### src/rtl/abs_pos_defs.svh
// constants shared by both ends of the absolute position link
`ifndef ABS_POS_DEFS_SVH
`define ABS_POS_DEFS_SVH
`define CLK_HZ 40000000
`define STANDBY_MS 100
`define NORMAL_DELAY_MS 400
`define BAUD_BPS 9600
`define PULSE_INTERVAL_NS 370
`define STANDBY_CYCLES ((`CLK_HZ / 1000) * `STANDBY_MS)
`define NORMAL_CYCLES ((`CLK_HZ / 1000) * `NORMAL_DELAY_MS)
`define BIT_CYCLES (`CLK_HZ / `BAUD_BPS)
`define PULSE_CYCLES ((`PULSE_INTERVAL_NS * (`CLK_HZ / 1000000)) / 1000)
`define UNIT_BITS 20
`define SERIAL_W 16
`define POS_W 40
`define RES_W 5
`define OFS_W 31
`define OFS_MIN_RAW 31'h40000000
`define OFS_NEG_LIMIT 31'h40000001
`define TIMER_W 24
`define BIT_W 13
`define PACE_W 5
`define DIGITS 5
`define DEC_BASE 10
`define FRAME_CHARS 4'h8
`define ALARM_CHARS 4'h4
`define TX_LAST_BIT 4'h9
`define RX_LAST_BIT 4'h9
`define CHAR_P 7'h50
`define CHAR_PLUS 7'h2b
`define CHAR_MINUS 7'h2d
`define CHAR_CR 7'h0d
`define CHAR_ZERO 7'h30
`define CHAR_A 7'h41
`endif

### src/rtl/abs_pos_pkg.sv
// state types of both ends of the absolute position link
package abs_pos_pkg;
  // drive sequencer states
  typedef enum logic [2:0] {
    DEV_IDLE = 3'b000,
    DEV_STANDBY = 3'b001,
    DEV_SEND = 3'b010,
    DEV_SETTLE = 3'b011,
    DEV_NORMAL = 3'b100,
    DEV_ALARM = 3'b101
  } dev_state_e;
  // host receiver states
  typedef enum logic [2:0] {
    HOST_IDLE = 3'b000,
    HOST_WAIT = 3'b001,
    HOST_RECV = 3'b010,
    HOST_ARM = 3'b011,
    HOST_COUNT = 3'b100
  } host_state_e;
endpackage : abs_pos_pkg

### src/rtl/abs_link_if.sv
// wires between the drive's position output and the host controller
`timescale 1ns/100ps
interface abs_link_if;
  logic sensor_on_command; // host to drive, one-cycle pulse
  logic sensor_off_command; // host to drive, one-cycle pulse
  logic servo_on_command; // host to drive, one-cycle pulse
  logic serial_and_phase_a_out; // serial frame, then phase a
  logic phase_b_out; // phase b
  logic origin_pulse_out; // origin pulse
  modport device_mp (
    input sensor_on_command,
    input sensor_off_command,
    input servo_on_command,
    output serial_and_phase_a_out,
    output phase_b_out,
    output origin_pulse_out
  );
  modport host_mp (
    output sensor_on_command,
    output sensor_off_command,
    output servo_on_command,
    input serial_and_phase_a_out,
    input phase_b_out,
    input origin_pulse_out
  );
endinterface : abs_link_if

### src/rtl/char_tx.sv
// asynchronous character sender: start, 7 data lsb first, even parity, stop
`timescale 1ns/100ps
`include "abs_pos_defs.svh"
module char_tx #(
  parameter int unsigned BIT_CYCLES = `BIT_CYCLES
) (
  input wire logic clk_i,
  input wire logic srst_i,
  input wire logic start_i,
  input wire logic [6:0] char_i,
  output logic line_o,
  output logic busy_o
);
  logic busy_q; // frame in progress
  logic [`BIT_W-1:0] tmr_q; // cycles within the bit
  logic [3:0] bit_q; // bit number in frame
  logic [9:0] sh_q; // bits still to send, lsb on the line
  wire bit_end = tmr_q == `BIT_W'(BIT_CYCLES - 1);
  wire frame_end = bit_end && (bit_q == `TX_LAST_BIT);

  // load frame on start, shift one bit per bit time, idle at mark
  always_ff @(posedge clk_i) begin
    if (srst_i) begin
      busy_q <= 1'b0;
      tmr_q <= '0;
      bit_q <= '0;
      sh_q <= '1;
    end else if (start_i && !busy_q) begin
      busy_q <= 1'b1;
      tmr_q <= '0;
      bit_q <= '0;
      sh_q <= {1'b1, ^char_i, char_i, 1'b0};
    end else if (busy_q) begin
      tmr_q <= bit_end ? '0 : tmr_q + `BIT_W'(1);
      if (bit_end) begin
        sh_q <= {1'b1, sh_q[9:1]};
        bit_q <= bit_q + 4'h1;
      end
      if (frame_end) begin
        busy_q <= 1'b0;
      end
    end
  end

  assign line_o = sh_q[0];
  assign busy_o = busy_q;
endmodule : char_tx

### src/rtl/abs_pos_device.sv
// drive end: absolute position frame, initial pulses, quadrature, alarms
// Behaviour
// - a: serial then pulses; b pulses; origin
// - origin pulse width equals phase a pulse
// - origin pulse aligned to a phase edge
// - host keeps counter on origin during reception
// - standby and counter clear 100 ms after
// - eight character frame, all received before counting
// - normal pulses about 400 ms after frame
// - forward motion makes phase b lead
// - serial value is divided position over 1048576
// - remainder sent as initial pulses, 0.37 us (code steps every 14 cycles, 0.35 us at 40 MHz)
// - host combines serial, pulses and reference
// - 9600 bps, start, 7 data, even, stop
// - P, sign, five digits, carriage return
// - serial value wraps between the 16-bit limits
// - reverse direction inverts the sign character
// - sensor off sends alarm contents serially
// - sensor off refused while motor powered
// - origin offset added after sensor on
// - servo on ignored during initialization
`timescale 1ns/100ps
`include "abs_pos_defs.svh"
module abs_pos_device #(
  parameter int unsigned STANDBY_CYCLES = `STANDBY_CYCLES,
  parameter int unsigned NORMAL_CYCLES = `NORMAL_CYCLES,
  parameter int unsigned BIT_CYCLES = `BIT_CYCLES
) (
  input wire logic clk_i,
  input wire logic srst_i,
  input wire logic signed [`POS_W-1:0] scale_position_i, // scale counts
  input wire logic [`RES_W-1:0] output_resolution_setting_i, // shift
  input wire logic direction_select_i, // 1 = reverse direction mode
  input wire logic signed [`OFS_W-1:0] origin_offset_setting_i,
  input wire logic absolute_scale_i, // scale used as absolute
  input wire logic [7:0] alarm_code_i, // alarm to report
  input wire logic servo_off_i, // de-energize request
  output logic motor_energize_o,
  output logic sensor_off_refused_o,
  output logic signed [`POS_W-1:0] machine_coordinate_position_o,
  abs_link_if.device_mp link
);
  abs_pos_pkg::dev_state_e state_q; // sequencer state
  logic [`TIMER_W-1:0] timer_q; // standby and settle timer
  logic [3:0] char_idx_q; // next character of the frame
  logic [`SERIAL_W-1:0] snap_q; // serial value being sent
  logic [7:0] alarm_q; // alarm code being sent
  logic signed [`POS_W-1:0] out_cnt_q; // position shown by the pulses
  logic [`PACE_W-1:0] pace_q; // pulse interval counter
  logic offset_en_q; // origin offset applies
  logic energize_q; // motor powered
  logic refused_q; // sensor off was refused
  logic pa_q; // phase a / serial line
  logic pb_q; // phase b line
  logic origin_q; // origin line
  logic signed [`POS_W-1:0] mc_q; // machine coordinate
  logic tx_line; // serial sender line
  logic tx_busy; // serial sender busy
  logic [6:0] tx_char; // character to send
  logic [6:0] digit_char [`DIGITS]; // decimal digits of the value

  // state decode
  wire is_idle = state_q == abs_pos_pkg::DEV_IDLE;
  wire is_standby = state_q == abs_pos_pkg::DEV_STANDBY;
  wire is_send = state_q == abs_pos_pkg::DEV_SEND;
  wire is_settle = state_q == abs_pos_pkg::DEV_SETTLE;
  wire is_normal = state_q == abs_pos_pkg::DEV_NORMAL;
  wire is_alarm = state_q == abs_pos_pkg::DEV_ALARM;
  wire pulsing = is_settle | is_normal;
  wire framing = is_send | is_alarm;
  wire in_init = is_standby | is_send | is_settle;

  // position divided by the output resolution
  wire signed [`POS_W-1:0] div_pos =
    scale_position_i >>> output_resolution_setting_i;
  wire [`SERIAL_W-1:0] div_serial =
    div_pos[`UNIT_BITS +: `SERIAL_W];

  // timing decode
  wire standby_done = timer_q == `TIMER_W'(STANDBY_CYCLES - 1);
  wire settle_done = timer_q >= `TIMER_W'(NORMAL_CYCLES - 1);
  wire timer_run = is_standby | (is_settle & ~settle_done);
  wire pace_done = pace_q == `PACE_W'(`PULSE_CYCLES - 1);
  wire caught_up = out_cnt_q == div_pos;
  wire step_up = pulsing & pace_done & (out_cnt_q < div_pos);
  wire step_dn = pulsing & pace_done & (out_cnt_q > div_pos);

  // command decode
  wire sensor_on_ok = is_idle & link.sensor_on_command;
  wire off_ok = link.sensor_off_command & absolute_scale_i &
    ~energize_q & (is_idle | is_normal);
  wire servo_on_ok = link.servo_on_command & ~in_init;

  // frame sequencing
  wire [3:0] frame_len = is_alarm ? `ALARM_CHARS : `FRAME_CHARS;
  wire chars_left = char_idx_q != frame_len;
  wire tx_start = framing & ~tx_busy & chars_left;
  wire frame_over = framing & ~tx_busy & ~chars_left;

  // magnitude of the value, -32768 included
  // invert before widening, so the top bit stays clear
  wire [`SERIAL_W:0] mag = snap_q[`SERIAL_W-1] ?
    ({1'b0, ~snap_q} + (`SERIAL_W+1)'(1)) : {1'b0, snap_q};
  wire neg_sign = snap_q[`SERIAL_W-1] ^ direction_select_i;

  // one decimal digit per place, most significant first
  for (genvar g = 0; g < `DIGITS; g++) begin : g_digit
    localparam int unsigned PLACE = `DEC_BASE ** (`DIGITS - 1 - g);
    assign digit_char[g] = `CHAR_ZERO +
      7'((32'(mag) / PLACE) % `DEC_BASE);
  end

  // ascii of one hex nibble
  function automatic logic [6:0] hex_char(input logic [3:0] n);
    hex_char = (n < 4'ha) ? `CHAR_ZERO + 7'(n) : `CHAR_A + 7'(n - 4'ha);
  endfunction : hex_char

  // position frame characters
  wire [6:0] sign_char = neg_sign ? `CHAR_MINUS : `CHAR_PLUS;
  wire [6:0] pos_char =
    (char_idx_q == 4'h0) ? `CHAR_P :
    (char_idx_q == 4'h1) ? sign_char :
    (char_idx_q == `FRAME_CHARS - 4'h1) ? `CHAR_CR :
    digit_char[3'(char_idx_q - 4'h2)];
  // alarm frame characters
  wire [6:0] alm_char =
    (char_idx_q == 4'h0) ? `CHAR_A :
    (char_idx_q == 4'h1) ? hex_char(alarm_q[7:4]) :
    (char_idx_q == 4'h2) ? hex_char(alarm_q[3:0]) : `CHAR_CR;
  assign tx_char = is_alarm ? alm_char : pos_char;

  // quadrature from the shown position, up count puts b first
  wire quad_a = out_cnt_q[1];
  wire quad_b = out_cnt_q[1] ^ out_cnt_q[0];
  // origin spans counts 0 and 1: one a-low width, between a edges
  wire at_origin = out_cnt_q[`UNIT_BITS-1:1] == '0;

  // clamp the most negative code into the offset range
  wire signed [`OFS_W-1:0] ofs_c =
    (origin_offset_setting_i == `OFS_MIN_RAW) ?
    `OFS_NEG_LIMIT : origin_offset_setting_i;
  wire signed [`POS_W-1:0] ofs_ext =
    {{(`POS_W - `OFS_W){ofs_c[`OFS_W-1]}}, ofs_c};

  // serial character sender
  char_tx #(
    .BIT_CYCLES(BIT_CYCLES)
  ) i_char_tx (
    .clk_i(clk_i),
    .srst_i(srst_i),
    .start_i(tx_start),
    .char_i(tx_char),
    .line_o(tx_line),
    .busy_o(tx_busy)
  );

  // sequencer state, timer and character index
  always_ff @(posedge clk_i) begin
    if (srst_i) begin
      state_q <= abs_pos_pkg::DEV_IDLE;
      timer_q <= '0;
      char_idx_q <= '0;
    end else begin
      timer_q <= timer_run ? timer_q + `TIMER_W'(1) :
        (is_settle ? timer_q : '0);
      char_idx_q <= framing ? char_idx_q + 4'(tx_start) : '0;
      case (state_q)
        abs_pos_pkg::DEV_IDLE: begin
          if (sensor_on_ok) begin
            state_q <= abs_pos_pkg::DEV_STANDBY;
          end else if (off_ok) begin
            state_q <= abs_pos_pkg::DEV_ALARM;
          end
        end
        abs_pos_pkg::DEV_STANDBY: begin
          if (standby_done) begin
            state_q <= abs_pos_pkg::DEV_SEND;
          end
        end
        abs_pos_pkg::DEV_SEND: begin
          if (frame_over) begin
            state_q <= abs_pos_pkg::DEV_SETTLE;
          end
        end
        abs_pos_pkg::DEV_SETTLE: begin
          if (settle_done && caught_up) begin
            state_q <= abs_pos_pkg::DEV_NORMAL;
          end
        end
        abs_pos_pkg::DEV_NORMAL: begin
          if (off_ok) begin
            state_q <= abs_pos_pkg::DEV_ALARM;
          end
        end
        abs_pos_pkg::DEV_ALARM: begin
          if (frame_over) begin
            state_q <= abs_pos_pkg::DEV_IDLE;
          end
        end
        default: begin
          state_q <= abs_pos_pkg::DEV_IDLE;
        end
      endcase
    end
  end

  // snapshot, shown position and pulse pacing
  always_ff @(posedge clk_i) begin
    if (srst_i) begin
      snap_q <= '0;
      out_cnt_q <= '0;
      pace_q <= '0;
      alarm_q <= '0;
    end else begin
      if (is_standby && standby_done) begin
        snap_q <= div_serial;
        out_cnt_q <= {div_pos[`POS_W-1:`UNIT_BITS], `UNIT_BITS'(0)};
      end else if (step_up) begin
        out_cnt_q <= out_cnt_q + `POS_W'(1);
      end else if (step_dn) begin
        out_cnt_q <= out_cnt_q - `POS_W'(1);
      end
      pace_q <= (pace_done | ~pulsing) ? '0 : pace_q + `PACE_W'(1);
      if (off_ok) begin
        alarm_q <= alarm_code_i;
      end
    end
  end

  // line drivers, motor power and machine coordinate
  always_ff @(posedge clk_i) begin
    if (srst_i) begin
      pa_q <= 1'b1;
      pb_q <= 1'b0;
      origin_q <= 1'b0;
      offset_en_q <= 1'b0;
      energize_q <= 1'b0;
      refused_q <= 1'b0;
      mc_q <= '0;
    end else begin
      pa_q <= pulsing ? quad_a : tx_line;
      pb_q <= pulsing & quad_b;
      origin_q <= pulsing & at_origin;
      if (sensor_on_ok) begin
        offset_en_q <= 1'b1;
      end
      if (servo_off_i) begin
        energize_q <= 1'b0;
      end else if (servo_on_ok) begin
        energize_q <= 1'b1;
      end
      refused_q <= link.sensor_off_command & energize_q;
      mc_q <= scale_position_i + (offset_en_q ? ofs_ext : '0);
    end
  end

  assign link.serial_and_phase_a_out = pa_q;
  assign link.phase_b_out = pb_q;
  assign link.origin_pulse_out = origin_q;
  assign motor_energize_o = energize_q;
  assign sensor_off_refused_o = refused_q;
  assign machine_coordinate_position_o = mc_q;
endmodule : abs_pos_device

### src/flat_wrapper.sv
// flat-port wrapper written by rule: the top's interface ports become plain ports
module abs_pos_device_flat 
#(
  parameter int unsigned STANDBY_CYCLES = `STANDBY_CYCLES,
  parameter int unsigned NORMAL_CYCLES = `NORMAL_CYCLES,
  parameter int unsigned BIT_CYCLES = `BIT_CYCLES
)
  (clk_i, srst_i, scale_position_i, output_resolution_setting_i, direction_select_i, origin_offset_setting_i, absolute_scale_i, alarm_code_i, servo_off_i, motor_energize_o, sensor_off_refused_o, machine_coordinate_position_o, link_sensor_on_command, link_sensor_off_command, link_servo_on_command, link_serial_and_phase_a_out, link_phase_b_out, link_origin_pulse_out);
  abs_link_if link_i ();
  input wire logic clk_i;
  input wire logic srst_i;
  input wire logic signed [`POS_W-1:0] scale_position_i;
  input wire logic [`RES_W-1:0] output_resolution_setting_i;
  input wire logic direction_select_i;
  input wire logic signed [`OFS_W-1:0] origin_offset_setting_i;
  input wire logic absolute_scale_i;
  input wire logic [7:0] alarm_code_i;
  input wire logic servo_off_i;
  output logic motor_energize_o;
  output logic sensor_off_refused_o;
  output logic signed [`POS_W-1:0] machine_coordinate_position_o;
  input wire logic [$bits(link_i.sensor_on_command)-1:0] link_sensor_on_command;
  input wire logic [$bits(link_i.sensor_off_command)-1:0] link_sensor_off_command;
  input wire logic [$bits(link_i.servo_on_command)-1:0] link_servo_on_command;
  output wire logic [$bits(link_i.serial_and_phase_a_out)-1:0] link_serial_and_phase_a_out;
  output wire logic [$bits(link_i.phase_b_out)-1:0] link_phase_b_out;
  output wire logic [$bits(link_i.origin_pulse_out)-1:0] link_origin_pulse_out;
  assign link_i.sensor_on_command = link_sensor_on_command;
  assign link_i.sensor_off_command = link_sensor_off_command;
  assign link_i.servo_on_command = link_servo_on_command;
  assign link_serial_and_phase_a_out = link_i.serial_and_phase_a_out;
  assign link_phase_b_out = link_i.phase_b_out;
  assign link_origin_pulse_out = link_i.origin_pulse_out;
  abs_pos_device #(.STANDBY_CYCLES(STANDBY_CYCLES), .NORMAL_CYCLES(NORMAL_CYCLES), .BIT_CYCLES(BIT_CYCLES)) u_core (.clk_i(clk_i), .srst_i(srst_i), .scale_position_i(scale_position_i), .output_resolution_setting_i(output_resolution_setting_i), .direction_select_i(direction_select_i), .origin_offset_setting_i(origin_offset_setting_i), .absolute_scale_i(absolute_scale_i), .alarm_code_i(alarm_code_i), .servo_off_i(servo_off_i), .motor_energize_o(motor_energize_o), .sensor_off_refused_o(sensor_off_refused_o), .machine_coordinate_position_o(machine_coordinate_position_o), .link(link_i));
endmodule
### config.mk
export PLATFORM = sky130hd
export DESIGN_NAME = abs_pos_device_flat
export DESIGN_NICKNAME = d
export VERILOG_FILES = /design/src/rtl/abs_pos_pkg.sv /design/src/rtl/abs_link_if.sv /design/src/rtl/char_tx.sv /design/src/rtl/abs_pos_device.sv /design/src/flat_wrapper.sv
export VERILOG_INCLUDE_DIRS = /design/src /design/src/rtl
export SDC_FILE = /design/constraint.sdc
export NUM_CORES = 1
export LEC_CHECK = 0
export BUFFER_PORTS_ARGS = -buffer_cell sky130_fd_sc_hd__buf_2
export CAP_MARGIN = 30
export CORE_MARGIN = 4
export CORE_UTILIZATION = 40
export DETAILED_ROUTE_END_ITERATION = 16
export PLACE_DENSITY = 0.58
export SLEW_MARGIN = 25
export SYNTH_ARGS = -nofsm -noshare
export SYNTH_HDL_FRONTEND = slang
export SYNTH_HIERARCHICAL = 1
export SYNTH_SLANG_ARGS = --single-unit
### constraint.sdc
create_clock -name clk_i -period 18.79 [get_ports clk_i]
set_clock_uncertainty 0.05 [all_clocks]
set_input_delay 0.9395 -clock clk_i [delete_from_list [all_inputs] [get_ports clk_i]]
set_output_delay 0.9395 -clock clk_i [all_outputs]
set_load 0.05 [all_outputs]
### After elaboration in Yosys (flattened, before gate mapping)

Cells that the tools add are included.

* register bits: 173
* input port bits: 92
* output and inout port bits: 45
* logic and storage cells: 167

* add/sub/neg operators: 21
* div/mod/pow operators: 9
* order comparisons: 6
* equal/unequal tests: 20
* shifts and indexed selects: 1
* muxes and demuxes: 37
* bitwise gates (word level): 33
* reductions and logical operators: 21

Operator list (count)
* 40-bit 2-to-1 mux: 4
* 32-bit by 4-bit remainder unit with 32-bit output, second input constant: 4
* 7-bit 2-to-1 mux: 11
* 24-bit 2-to-1 mux: 2
* 40-bit by 2-bit adder with 40-bit output, second input constant: 1
* 40-bit adder: 1
* 40-bit == test: 1
* 40-bit > comparator: 1
* 40-bit < comparator: 1
* 40-bit by 5-bit >>> shifter with 40-bit output: 1
* 40-bit by 2-bit subtractor with 40-bit output, second input constant: 1
* 6-bit by 7-bit adder with 7-bit output, first input constant: 5
* 17-bit by 10-bit divider with 32-bit output, second input constant: 1
* 17-bit by 14-bit divider with 32-bit output, second input constant: 1
* 17-bit by 4-bit divider with 32-bit output, second input constant: 1
* 17-bit by 7-bit divider with 32-bit output, second input constant: 1
* 17-bit by 4-bit remainder unit with 32-bit output, second input constant: 1
* 31-bit == test, second input constant: 1
* 31-bit 2-to-1 mux: 1
* 9-bit 2-to-1 mux: 3
* 24-bit by 1-bit adder with 24-bit output, second input constant: 1
* 24-bit by 22-bit == test with 1-bit output, second input constant: 1
* 24-bit greater-or-equal comparator, second input constant: 1
* 7-bit binary-select mux with 3-bit select: 1
* 45 further kinds: 101

### Longest topological paths before layout

Gate-level depths: netlist of the first run.

* depth in word-level cells: 15
* mapped depth: 50

### Modules after synthesis

The synthesis of the first run kept the hierarchy.

Modules (own cells, without submodules)
* abs_pos_device: instances 1, cells an instance 2504, area each 18298.8 µm², seq. area each 2922.8 µm²
* char_tx: instances 1, cells an instance 141, area each 1300.0 µm², seq. area each 540.5 µm²

### Worst setup path before layout of the first run

No wires, ideal clock.

* path type: input -> register
* start point: in output_resolution_setting_i[0]
* end point: reg u_core.out_cnt_q[39]
* library setup time: 141 ps
* arrival time: 10249 ps
* setup slack: 8350 ps
* stages on the path: 46
* path buffers: 2
* cells stage by stage: clkbuf_1 > clkbuf_1 > mux4_2 > mux4_2 > o21ai_0 > ha_1 > a21oi_1 > nor2b_1 > o21ai_0 > nand2b_1 > a21oi_1 > nor2b_1 > o21ai_0 > nand2b_1 > a21oi_1 > o31ai_1 > a211oi_1 > nand3_1 > (+10 left out) > a2111oi_0 > o31ai_1 > o41a_1 > nand2_1 > a31oi_1 > a211o_1 > o311ai_0 > nor2b_1 > o21a_1 > o21a_1 > o211ai_1 > o21ai_0 > o41a_1 > a21o_1 > a21oi_1 > xor2_1 > mux2i_1 > o311ai_0

* cells in the longest elaborated chain, start to end: 5
* elaborated cells between the ends (all ways): 8
* classes of those cells: order compare (2); shift (1); mux (2); bitwise (2); reduce/logical (1)

Ends and longest elaborated chain
* start: declaration: RTL line flat_wrapper.sv:13 `` input wire logic [`RES_W-1:0] output_resolution_setting_i; ``
* 40-bit by 5-bit >>> shifter with 40-bit output (*): RTL line abs_pos_device.sv:75 `scale_position_i >>> output_resolution_setting_i;`
* 40-bit < comparator: RTL line abs_pos_device.sv:85 `wire step_up = pulsing & pace_done & (out_cnt_q < div_pos);`
* 1-bit AND: RTL line abs_pos_device.sv:85
* 40-bit 2-to-1 mux: RTL line abs_pos_device.sv:218 `end else if (step_up) begin`
* 40-bit 2-to-1 mux: RTL line abs_pos_device.sv:215 `if (is_standby && standby_done) begin`
* end signal: assignment: RTL line abs_pos_device.sv:217 `` out_cnt_q <= {div_pos[`POS_W-1:`UNIT_BITS], `UNIT_BITS'(0)}; ``
* end signal: assignment: RTL line abs_pos_device.sv:219 `` out_cnt_q <= out_cnt_q + `POS_W'(1); ``
* end signal: assignment: RTL line abs_pos_device.sv:221 `` out_cnt_q <= out_cnt_q - `POS_W'(1); ``
* end: declaration: RTL line abs_pos_device.sv:48 `` logic signed [`POS_W-1:0] out_cnt_q; ``

Mark *: on every way between the ends. The rest lies on a longest branch, timed or not.
A chain may end at the register's enable or synchronous reset.

### Worst setup path in the final report of the first run

* start point: reg u_core.snap_q[2]
* end point: reg u_core.i_char_tx.sh_q[8]

* cells in the longest elaborated chain, start to end: 15
* elaborated cells between the ends (all ways): 26
* classes of those cells: add/sub (6); div (9); mux (9); bitwise (1); reduce/logical (1)

Ends and longest elaborated chain
* start: declaration: RTL line abs_pos_device.sv:46 `` logic [`SERIAL_W-1:0] snap_q; ``
* start signal: assignment: RTL line abs_pos_device.sv:216 `snap_q <= div_serial;`
* 16-bit inverter: RTL line abs_pos_device.sv:103 `` ({1'b0, ~snap_q} + (`SERIAL_W+1)'(1)) : {1'b0, snap_q}; ``
* 16-bit by 1-bit adder with 17-bit output: RTL line abs_pos_device.sv:103
* 17-bit 2-to-1 mux (*): RTL line abs_pos_device.sv:102 `` wire [`SERIAL_W:0] mag = snap_q[`SERIAL_W-1] ? ``
* 17-bit by 4-bit divider with 32-bit output (tied with other cells): RTL line abs_pos_device.sv:110 `` 7'((32'(mag) / PLACE) % `DEC_BASE); ``
* 32-bit by 4-bit remainder unit with 32-bit output (no line)
* 6-bit by 7-bit adder with 7-bit output (no line)
* 7-bit binary-select mux with 3-bit select (*): RTL line abs_pos_device.sv:124 `digit_char[3'(char_idx_q - 4'h2)];`
* 7-bit 2-to-1 mux (not written as such) (*) (2 in series): RTL line abs_pos_device.sv:124
* 7-bit 2-to-1 mux (*): RTL line abs_pos_device.sv:123 `` (char_idx_q == `FRAME_CHARS - 4'h1) ? `CHAR_CR : ``
* 7-bit 2-to-1 mux (*): RTL line abs_pos_device.sv:122 `(char_idx_q == 4'h1) ? sign_char :`
* 7-bit 2-to-1 mux (*): RTL line abs_pos_device.sv:121 `` (char_idx_q == 4'h0) ? `CHAR_P : ``
* 7-bit 2-to-1 mux (*): RTL line abs_pos_device.sv:130 `assign tx_char = is_alarm ? alm_char : pos_char;`
* net u_core.tx_char[5]: RTL line abs_pos_device.sv:59 `logic [6:0] tx_char;`
* 7-bit XOR reduction (*): RTL line char_tx.sv:32 `sh_q <= {1'b1, ^char_i, char_i, 1'b0};`
* 9-bit 2-to-1 mux (*): RTL line char_tx.sv:28 `end else if (start_i && !busy_q) begin`
* end signal: assignment: RTL line char_tx.sv:32
* end signal: assignment: RTL line char_tx.sv:36 `sh_q <= {1'b1, sh_q[9:1]};`
* end: declaration: RTL line char_tx.sv:17 `logic [9:0] sh_q;`

The timed path passes the listed nets; every way through them passes the cells marked *. The select of a mux whose other input is x is not followed.

==> reports/results.ini, run 1 <==
[critical_path]
crit_slowest_cell=or4_1
regToRegStartpoint=u_core/snap_q[2]
criticalPathCategory=register to register
endpoint_kind=register
crit_arrival_ns=11.25
ff2ff_setup_slack_ns=7.85
slowest_delay_ns=0.77
crit_top_cell=a31oi_1
cp-startpoint=u_core/snap_q[2]
path_max_fanout=16
rr_worst_depth=33
crit_required_ns=19.10
cp-start-kind=register
r2r-end=u_core/i_char_tx/sh_q[8]

[synth]
synth-seq-area-share_pct=17.7
synth_edf_count=0
synthArstFlopShare_pct=0
synth.ff_latch_count=173
synth_most_common_cell=nor2_1
synthDominantCellAreaShare_pct=17.7
netlist_instances=2645
syn_area_um2=19600
synth_top_area_cell=dfxtp_1
syn_area_per_cell_um2=7.41
synth_flop_cell=dfxtp_1
synth_common_cells=nor2_1, nand2_1, a21oi_1
ys.warnings.count=6
synth_cell_types=104
synth_area_leaders=dfxtp_1, ha_1, nor2_1

[global_route]
grt_pass1_vias=19400
busiest_layer=met2
grt_pass1_wl_um=100000
gr-usage-met3_pct=3.63
grt_antenna_before_repair=1
grt_use_total_pct=22.7
grt_use_met1_pct=29.3
grt-ovfl-total=0
grt_max_degree=62
grtUsageMet2_pct=39.1

[power_and_ir_drop]
power.density_nw_per_um2=55.2
power_switching_share_pct=38.4
p_total_mw=1.18
comb_power_share_pct=32.4
power.switching_mw=0.455
max-vdd-ir-drop_v=0.0000643
leakagePower_nw=8.88
p_int_mw=0.730
power_frac_seq_pct=35.9
pwr-share-clk_pct=31.7

[status]
status=completed

[worst_hold_path]
holdCritStartpoint=u_core/motor_energize_o
holdPathStages=2
hold_end=u_core/sensor_off_refused_o
hold_class=register to register

[flow_run]
drv_cap=0

[clock_network]
clockRootBuffer=clkbuf_16
cts_sinks=173
postCtsSetupBuffers=0
clk_path_buf_depth=2
clk-insertion-delay-late_ns=0.47
cts_tree=yes
cts_buffers=17
cts.htree.levels=4
clk_transition_reported_paths_ns=0.08
cts_resized=0
hold_buffers=0

[sta]
clock.fmax_mhz=91.4
hold_viol=0
max-slew-margin-rel_pct=36.0
rsz0062_at_grt=false
min_period_ns=10.94
fin_tns_setup_ns=0
worstMarginPinSlew_ns=0.960
finalMaxSlewViolations=0
setup_viol=0
finalCritPeriodShare_pct=58.2

[floorplanning]
die_area_um2=52600
die_y_um=229
die_w_um=229
num_rows=80
io_pins=137
fp.coreArea_um2=48000
initial_core_util_pct=40.8

[placement]
gp_congestion=0.966
dpl.hpwl_um=47800
io_buffers=136

[detailed_routing]
drc=0
routed_wl_um=61800
vias=20300
wl_per_cell_um=18.6
dr.first_iter.drc_count=1511
viasPerCell=6.11
drtAntennaViolNets=0
dr.pass1.iters=7

[finish]
layout.nets=2941
drive_gt1_share_pct=11.6
fill_cells=4959
syn_to_final_growth_pct=9.54

## power groups by stage
stage	clock network [mW]	registers, mW	logic [mW]
final	0.375	0.426	0.384
after global routing	0.401	0.430	0.422
after CTS	0.390	0.426	0.383
after detailed placement	0	0.434	0.381
after global placement	0	0.433	0.376
after floorplan	0	0.482	0.226
## how the worst max path moves through the flow
stage | cells past startpoint | end
global placement | 47 | u_core/out_cnt_q[39]
detailed placement | 49 | u_core/out_cnt_q[39]
floorplan | 46 | u_core/out_cnt_q[39]
CTS | 33 | u_core/i_char_tx/sh_q[8]
finish | 33 | u_core/i_char_tx/sh_q[8]
global route | 46 | u_core/out_cnt_q[39]
## through the flow
stage	std cells	util [%]	instance area [µm²]	setup WS (ns)	hold slack [ns]
2_1_floorplan	2650	-	19600	8.35	0.383
3_3_place_gp	3293	43.3	20800	7.67	0.393
3_5_place_dp	3294	43.3	20800	7.64	0.402
4_1_cts	3326	44.6	21400	7.87	0.414
5_1_grt	3328	44.7	21500	6.97	0.445
6_report	3329	44.7	21500	7.85	0.417
## logic make-up (layout without fill, tap and decap cells)
family | count (synthesis) | after routing | share of synthesized area, %
and+or+nand+nor | 1015 | 1015 | 25.7
AOI/OAI and AO/OA | 808 | 808 | 27.8
buffers and inverters | 212 | 275 | 4.19
DFF | 173 | 173 | 17.7
xor gates and xnor gates | 168 | 168 | 7.62
adders and majority gates | 151 | 151 | 9.70
muxes | 116 | 116 | 7.30
other | 2 | 8 | 0.0383
## sequential cells by signal (all words and copies together) (netlist names)
register                              count
u_core/i_char_tx/tmr_q                   13
u_core/machine_coordinate_position_o     40
u_core/alarm_q                            8
u_core/snap_q                            16
u_core/link.phase_b_out                   1
u_core/sensor_off_refused_o               1
u_core/i_char_tx/bit_q                    4
u_core/out_cnt_q                         40
u_core/pace_q                             5
u_core/i_char_tx/sh_q                     9
u_core/link.serial_and_phase_a_out        1
u_core/offset_en_q                        1
u_core/char_idx_q                         4
u_core/i_char_tx/busy_o                   1
u_core/timer_q                           24
u_core/state_q                            3
u_core/link.origin_pulse_out              1
u_core/motor_energize_o                   1
## layer usage
| metal | vias up | routed length [µm] |
|---|---|---|
| met3 | 113 | 3700 |
| met4 | 2 | 1630 |
| li1 | 9948 | - |
| met5 | - | 13 |
| met1 | 9619 | 27200 |
| met2 | 665 | 29300 |
## cell type report
type | count | area (µm²) | area share (%)
repair buffers | 171 | 945 | 4.40
well taps | 615 | 769 | 3.58
clock buffers | 18 | 439 | 2.05
multi-input cells | 2265 | 15400 | 71.7
flip-flops and latches | 173 | 3460 | 16.1
inverters | 72 | 270 | 1.26
clock inverters | 14 | 185 | 0.863
diodes | 1 | 2.50 | 0.0117
## layout by cell type, fill, tap and decap left out, types with 17 or more instances in the layout
cell,instances
mux4_2,20
nor2_1,301
nand4_1,44
xnor2_1,93
o21a_1,33
nor4_1,28
dfxtp_1,173
a31oi_1,47
nand2_1,226
nand3_1,64
a21o_1,26
nor3_1,78
a21oi_1,217
or2_2,20
mux2i_1,79
nor2b_1,45
or3_1,21
and3_1,26
ha_1,147
a211oi_1,58
o211ai_1,27
inv_1,69
o31ai_1,21
o21ai_0,155
buf_2,134
and2_1,59
nand2b_1,41
clkbuf_16,17
xor2_1,69
buf_4,35
## worst max-delay path, delay by kind of cell (launching register included)
kind,cells,cell delay (ns)
fa+ha+maj,1,0.28
buf+inv,1,0.28
xor+xnor,3,0.46
flops,1,0.40
mux,2,0.70
compound gates,18,5.83
simple gates,8,2.87
No activity file was read; power rests on OpenSTA's default activity.
==> run 2: changes to the inputs <==
- ABC_AREA: not set -> 1
- PLACE_DENSITY: 0.58 -> 0.6
- clock period: 18.79 -> 9.47 ns (I/O delays scaled with it)
==> run 2 against run 1 <==
- hold slack worse by 0.29 ns
- combinational power up 100%
- highest routed layer is now met4
- critical path type is now input pin to register
- synthesized cell count up 10%
==> reports/results.ini, run 2 <==
[detailed_routing]
drc=0
routed_wl_um=51400
drtAntennaViolNets=0
dr.first_iter.drc_count=1137
vias=19100
viasPerCell=5.26
wl_per_cell_um=14.2
dr.pass1.iters=5

[finish]
layout.nets=3255
fill_cells=4801
drive_gt1_share_pct=14.6
layout_common_cells=nand2_1, inv_1, o21ai_0
fin_area_um2=20100
syn_to_final_growth_pct=10.2
final_common_cell=nand2_1

[placement]
io_buffers=136
gp_congestion=0.912
dpl.hpwl_um=41300
placed_area_um2=19500

[global_route]
grt_pass1_wl_um=85600
grt_antenna_before_repair=1
grt_use_total_pct=20.2
grt_pass1_vias=18000
grt-ovfl-total=0
grt_max_degree=42

[critical_path]
crit_slowest_cell=a2111oi_0
rr_worst_depth=55
endpoint_kind=register
regToRegStartpoint=u_core/snap_q[15]
slowest_delay_ns=0.32
ff2ff_setup_slack_ns=1.58
cp-start-kind=input pin
path_max_fanout=24
cp-endpoint=u_core/out_cnt_q[38]
cp-startpoint=output_resolution_setting_i[0]
r2r-end=u_core/i_char_tx/sh_q[8]
crit_top_cell=nand2_1
crit_required_ns=9.75
crit_arrival_ns=8.75
criticalPathCategory=input pin to register

[synth]
synth_flop_cell=dfxtp_1
synth_common_cells=nand2_1, inv_1, o21ai_0
ys.warnings.count=6
synthArstFlopShare_pct=0
synthDominantCellAreaShare_pct=18.9
netlist_instances=2915
synth.area.mux_share_pct=0.986
synthAdderAreaFrac_pct=10.3
syn_area_um2=18300
synth_top_family_by_area=simple AND/OR/NAND/NOR gates
synth_xor_area_share_pct=3.81
synth-seq-area-share_pct=18.9
synth-simple-area-share_pct=36.7
synth-compound-area-share_pct=19.5
synth_edf_count=0
syn_area_per_cell_um2=6.27
synth_top_area_cell=dfxtp_1
synth_most_common_cell=nand2_1
synth_cell_types=72
synth.ff_latch_count=173
synth_area_leaders=dfxtp_1, nand2_1, ha_1

[clock_network]
hold_buffers=0
clockRootBuffer=clkbuf_16
cts_buffers=17
clk_path_buf_depth=2
cts_resized=0
cts_tree=yes
cts.htree.levels=4
postCtsSetupBuffers=0
clk-insertion-delay-late_ns=0.45
clk_transition_reported_paths_ns=0.08
cts_sinks=173

[power_and_ir_drop]
max-vdd-ir-drop_v=0.000114
leakagePower_nw=10.5
power.density_nw_per_um2=116

[status]
status=completed

[sta]
finalCritPeriodShare_pct=89.4
min_period_ns=8.47
setup_viol=0
max-slew-margin-rel_pct=40.1
fin_tns_setup_ns=0
hold_viol=0
finalMaxSlewViolations=0
clock.fmax_mhz=118
worstMarginPinSlew_ns=0.896
rsz0062_at_grt=false

[floorplanning]
initial_core_util_pct=40.4
die_w_um=222
num_rows=78
fp.coreArea_um2=45300
die_y_um=222
die_area_um2=49200
io_pins=137

[worst_hold_path]
holdPathStages=2
hold_class=input pin to register

[flow_run]
drv_cap=0

[run 2: cell type report]
cell class	count	area, µm²	share of cell area, %
Antenna cell	1	2.50	0.0124
Clock inverter	13	146	0.727
Sequential cell	173	3460	17.2
Timing Repair Buffer	158	853	4.24
Tap cell	600	751	3.73
Inverter	373	1430	7.10
Clock buffer	19	443	2.20
Multi-Input combinational cell	2291	13100	64.8
[run 2: worst max-delay path, delay by kind of cell]
family / cells / cell delay, ns
multiplexers: 1 / 0.31
adder cells (fa/ha/maj): 2 / 0.49
AND/OR/NAND/NOR: 19 / 2.22
buffers and inverters: 9 / 1.30
AO/OA/AOI/OAI: 23 / 3.98
[run 2: worst min path at each step]
stage / end / startpoint / slack (ns)
finish: u_core/motor_energize_o / servo_off_i / 0.12
detailed placement: u_core/sensor_off_refused_o / u_core/motor_energize_o / 0.39
CTS: u_core/motor_energize_o / servo_off_i / 0.1
global route: u_core/motor_energize_o / servo_off_i / 0.1
floorplan: u_core/pace_q[0] / u_core/pace_q[0] / 0.38
global placement: u_core/sensor_off_refused_o / u_core/motor_energize_o / 0.39
[run 2: per-layer routing]
metal  global-route usage (%)  vias to the layer above  routed length [µm]
li1                         -                     9913                   -
met1                     25.8                     8800               23600
met2                     36.3                      326               25300
met3                     2.62                       53                1590
met4                     4.60                        0                 838
met5                        0                        -                   0
[run 2: logic make-up after synthesis]
| logic type | after synthesis |
|---|---|
| other | 2 |
| DFF | 173 |
| buffers and inverters | 456 |
| adders and majority gates | 149 |
| muxes | 18 |
| xor gates and xnor gates | 77 |
| and+or+nand+nor | 1392 |
| AOI/OAI and AO/OA | 648 |
[run 2: power by group]
part | internal (mW) | switching (mW)
Combinational | 0.234 | 0.544
Sequential | 0.796 | 0.0547
Clock | 0.381 | 0.336
Total | 1.41 | 0.934
[run 2: through the flow]
step	utilization (%)	std cells	total power [mW]	hold WS, ns	setup WS, ns
after floorplan	-	2920	1.43	0.383	0.588
after global placement	43.1	3594	1.63	0.386	0.575
after detailed placement	43.1	3594	1.64	0.391	0.445
after CTS	44.4	3626	2.37	0.0982	0.866
after global routing	44.5	3628	2.51	0.0968	0.0261
final	44.5	3628	2.35	0.123	1.00
==> run 3: changes to the inputs <==
- RECOVER_POWER: not set -> 50
- REMOVE_ABC_BUFFERS: not set -> 1
==> run 3 against run 2 <==
- the run now ends with capacitance limit, slew limit left
- worst setup slack got worse by 0.00098 ns
- critical path depth fell by 1
- clock-buffer cell count fell by 1
- sequential share of layout area barely moved
==> reports/results.ini, run 3 (synthesis results as in run 2) <==
[status]
status=complete, but fails checks
violations=capacitance limit, slew limit

[detailed_routing]
routed_wl_um=53100
dr.first_iter.drc_count=1233
drtAntennaViolNets=0
wl_per_cell_um=14.6
viasPerCell=5.29
vias=19200
drc=0
dr.pass1.iters=7

[floorplanning]
fp.coreArea_um2=45300
die_area_um2=49200
num_rows=78
io_pins=137
die_y_um=222
initial_core_util_pct=40.4
die_w_um=222

[critical_path]
crit_slowest_cell=o21ai_0
r2r-end=u_core/i_char_tx/sh_q[8]
cp-start-kind=input pin
cp-endpoint=u_core/out_cnt_q[38]
cp-startpoint=output_resolution_setting_i[1]
regToRegStartpoint=u_core/snap_q[15]
rr_worst_depth=59
crit_arrival_ns=8.71
slowest_delay_ns=0.40
endpoint_kind=register
crit_top_cell=o21ai_0
crit_required_ns=9.72
ff2ff_setup_slack_ns=1.43
criticalPathCategory=input pin to register
path_max_fanout=14

[clock_network]
postCtsSetupBuffers=0
clockRootBuffer=clkbuf_16
hold_buffers=0
cts_buffers=17
clk-insertion-delay-late_ns=0.47
cts_tree=yes
clk_transition_reported_paths_ns=0.08
cts_sinks=173
cts_resized=0
clk_path_buf_depth=2
cts.htree.levels=4

[sta]
rsz0062_at_grt=false
worstMarginPinSlew_ns=2.59
fin_tns_setup_ns=0
clock.fmax_mhz=118
hold_viol=0
setup_viol=0
max-slew-margin-rel_pct=-72.8
finalMaxSlewViolations=90
finalCritPeriodShare_pct=89.4
min_period_ns=8.47

[power_and_ir_drop]
power.density_nw_per_um2=119
max-vdd-ir-drop_v=0.000135
leakagePower_nw=10.3

[placement]
io_buffers=136
gp_congestion=0.893
dpl.hpwl_um=42100
placed_area_um2=19600

[finish]
fill_cells=4816
fin_util_pct=44.4
layout_common_cells=nand2_1, inv_1, o21ai_0
final_common_cell=nand2_1
syn_to_final_growth_pct=10.1
fin_area_um2=20100
drive_gt1_share_pct=12.9
layout.nets=3257

[global_route]
grt_max_degree=58
grt_pass1_wl_um=87600
grt_pass1_vias=18200
grt-ovfl-total=0
grt_antenna_before_repair=4
grt_use_total_pct=20.8

[worst_hold_path]
hold_class=input pin to register

[flow_run]
drv_cap=2

[run 3: cell types whose count changed in the layout (fill, tap and decap cells not counted), moves of 2 or more]
cell,delta
buf_2,-47
clkbuf_1,+49
clkinv_8,+2
inv_1,+2
inv_2,-3
inv_6,-2
[run 3: worst min-delay path by stage]
stage | cells after the start | end | start
after floorplan | 1 | u_core/pace_q[0] | u_core/pace_q[0]
after global placement | 2 | u_core/sensor_off_refused_o | u_core/motor_energize_o
after detailed placement | 2 | u_core/sensor_off_refused_o | u_core/motor_energize_o
after CTS | 2 | u_core/motor_energize_o | servo_off_i
after global routing | 2 | u_core/motor_energize_o | servo_off_i
final | 2 | u_core/motor_energize_o | servo_off_i
[run 3: area by class of cell]
cell class	count	area [µm²]	area share (%)
antenna	1	2.50	0.0124
clock buffer	18	439	2.18
clock inverter	14	196	0.976
inverter	373	1430	7.12
multi-input combinational	2291	13100	64.8
sequential	173	3460	17.2
tap	600	751	3.73
timing repair buffer	160	791	3.93
[run 3: critical path, delay by kind of cell]
family,cells,cell delay [ns]
fa+ha+maj,2,0.40
buf+inv,9,1.23
compound gates,25,4.35
simple gates,17,2.22
[run 3: per-layer routing]
layer  up-vias  part of all wire, %  GRT usage [%]
met2       357                   49           37.3
met4         2                  2.0           5.42
met5         -                0.024              0
li1       9931                    -              -
met3        63                  3.7           3.03
met1      8866                   46           26.3
[run 3: stage by stage]
step                      setup slack [ns]  instances  hold WS [ns]  total power [mW]
final                                 1.00       3630         0.128              2.40
after global routing                0.0537       3630        0.0954              2.56
after CTS                            0.883       3629        0.0961              2.43
after detailed placement             0.459       3597         0.395              1.64
after global placement               0.550       3597         0.388              1.63
after floorplan                      0.905       2837         0.383              1.41
[run 3: report_power, final]
group | switching, mW | internal, mW | total, mW
logic | 0.556 | 0.225 | 0.781
registers | 0.0434 | 0.796 | 0.839
clock network | 0.364 | 0.412 | 0.776
total | 0.963 | 1.43 | 2.40
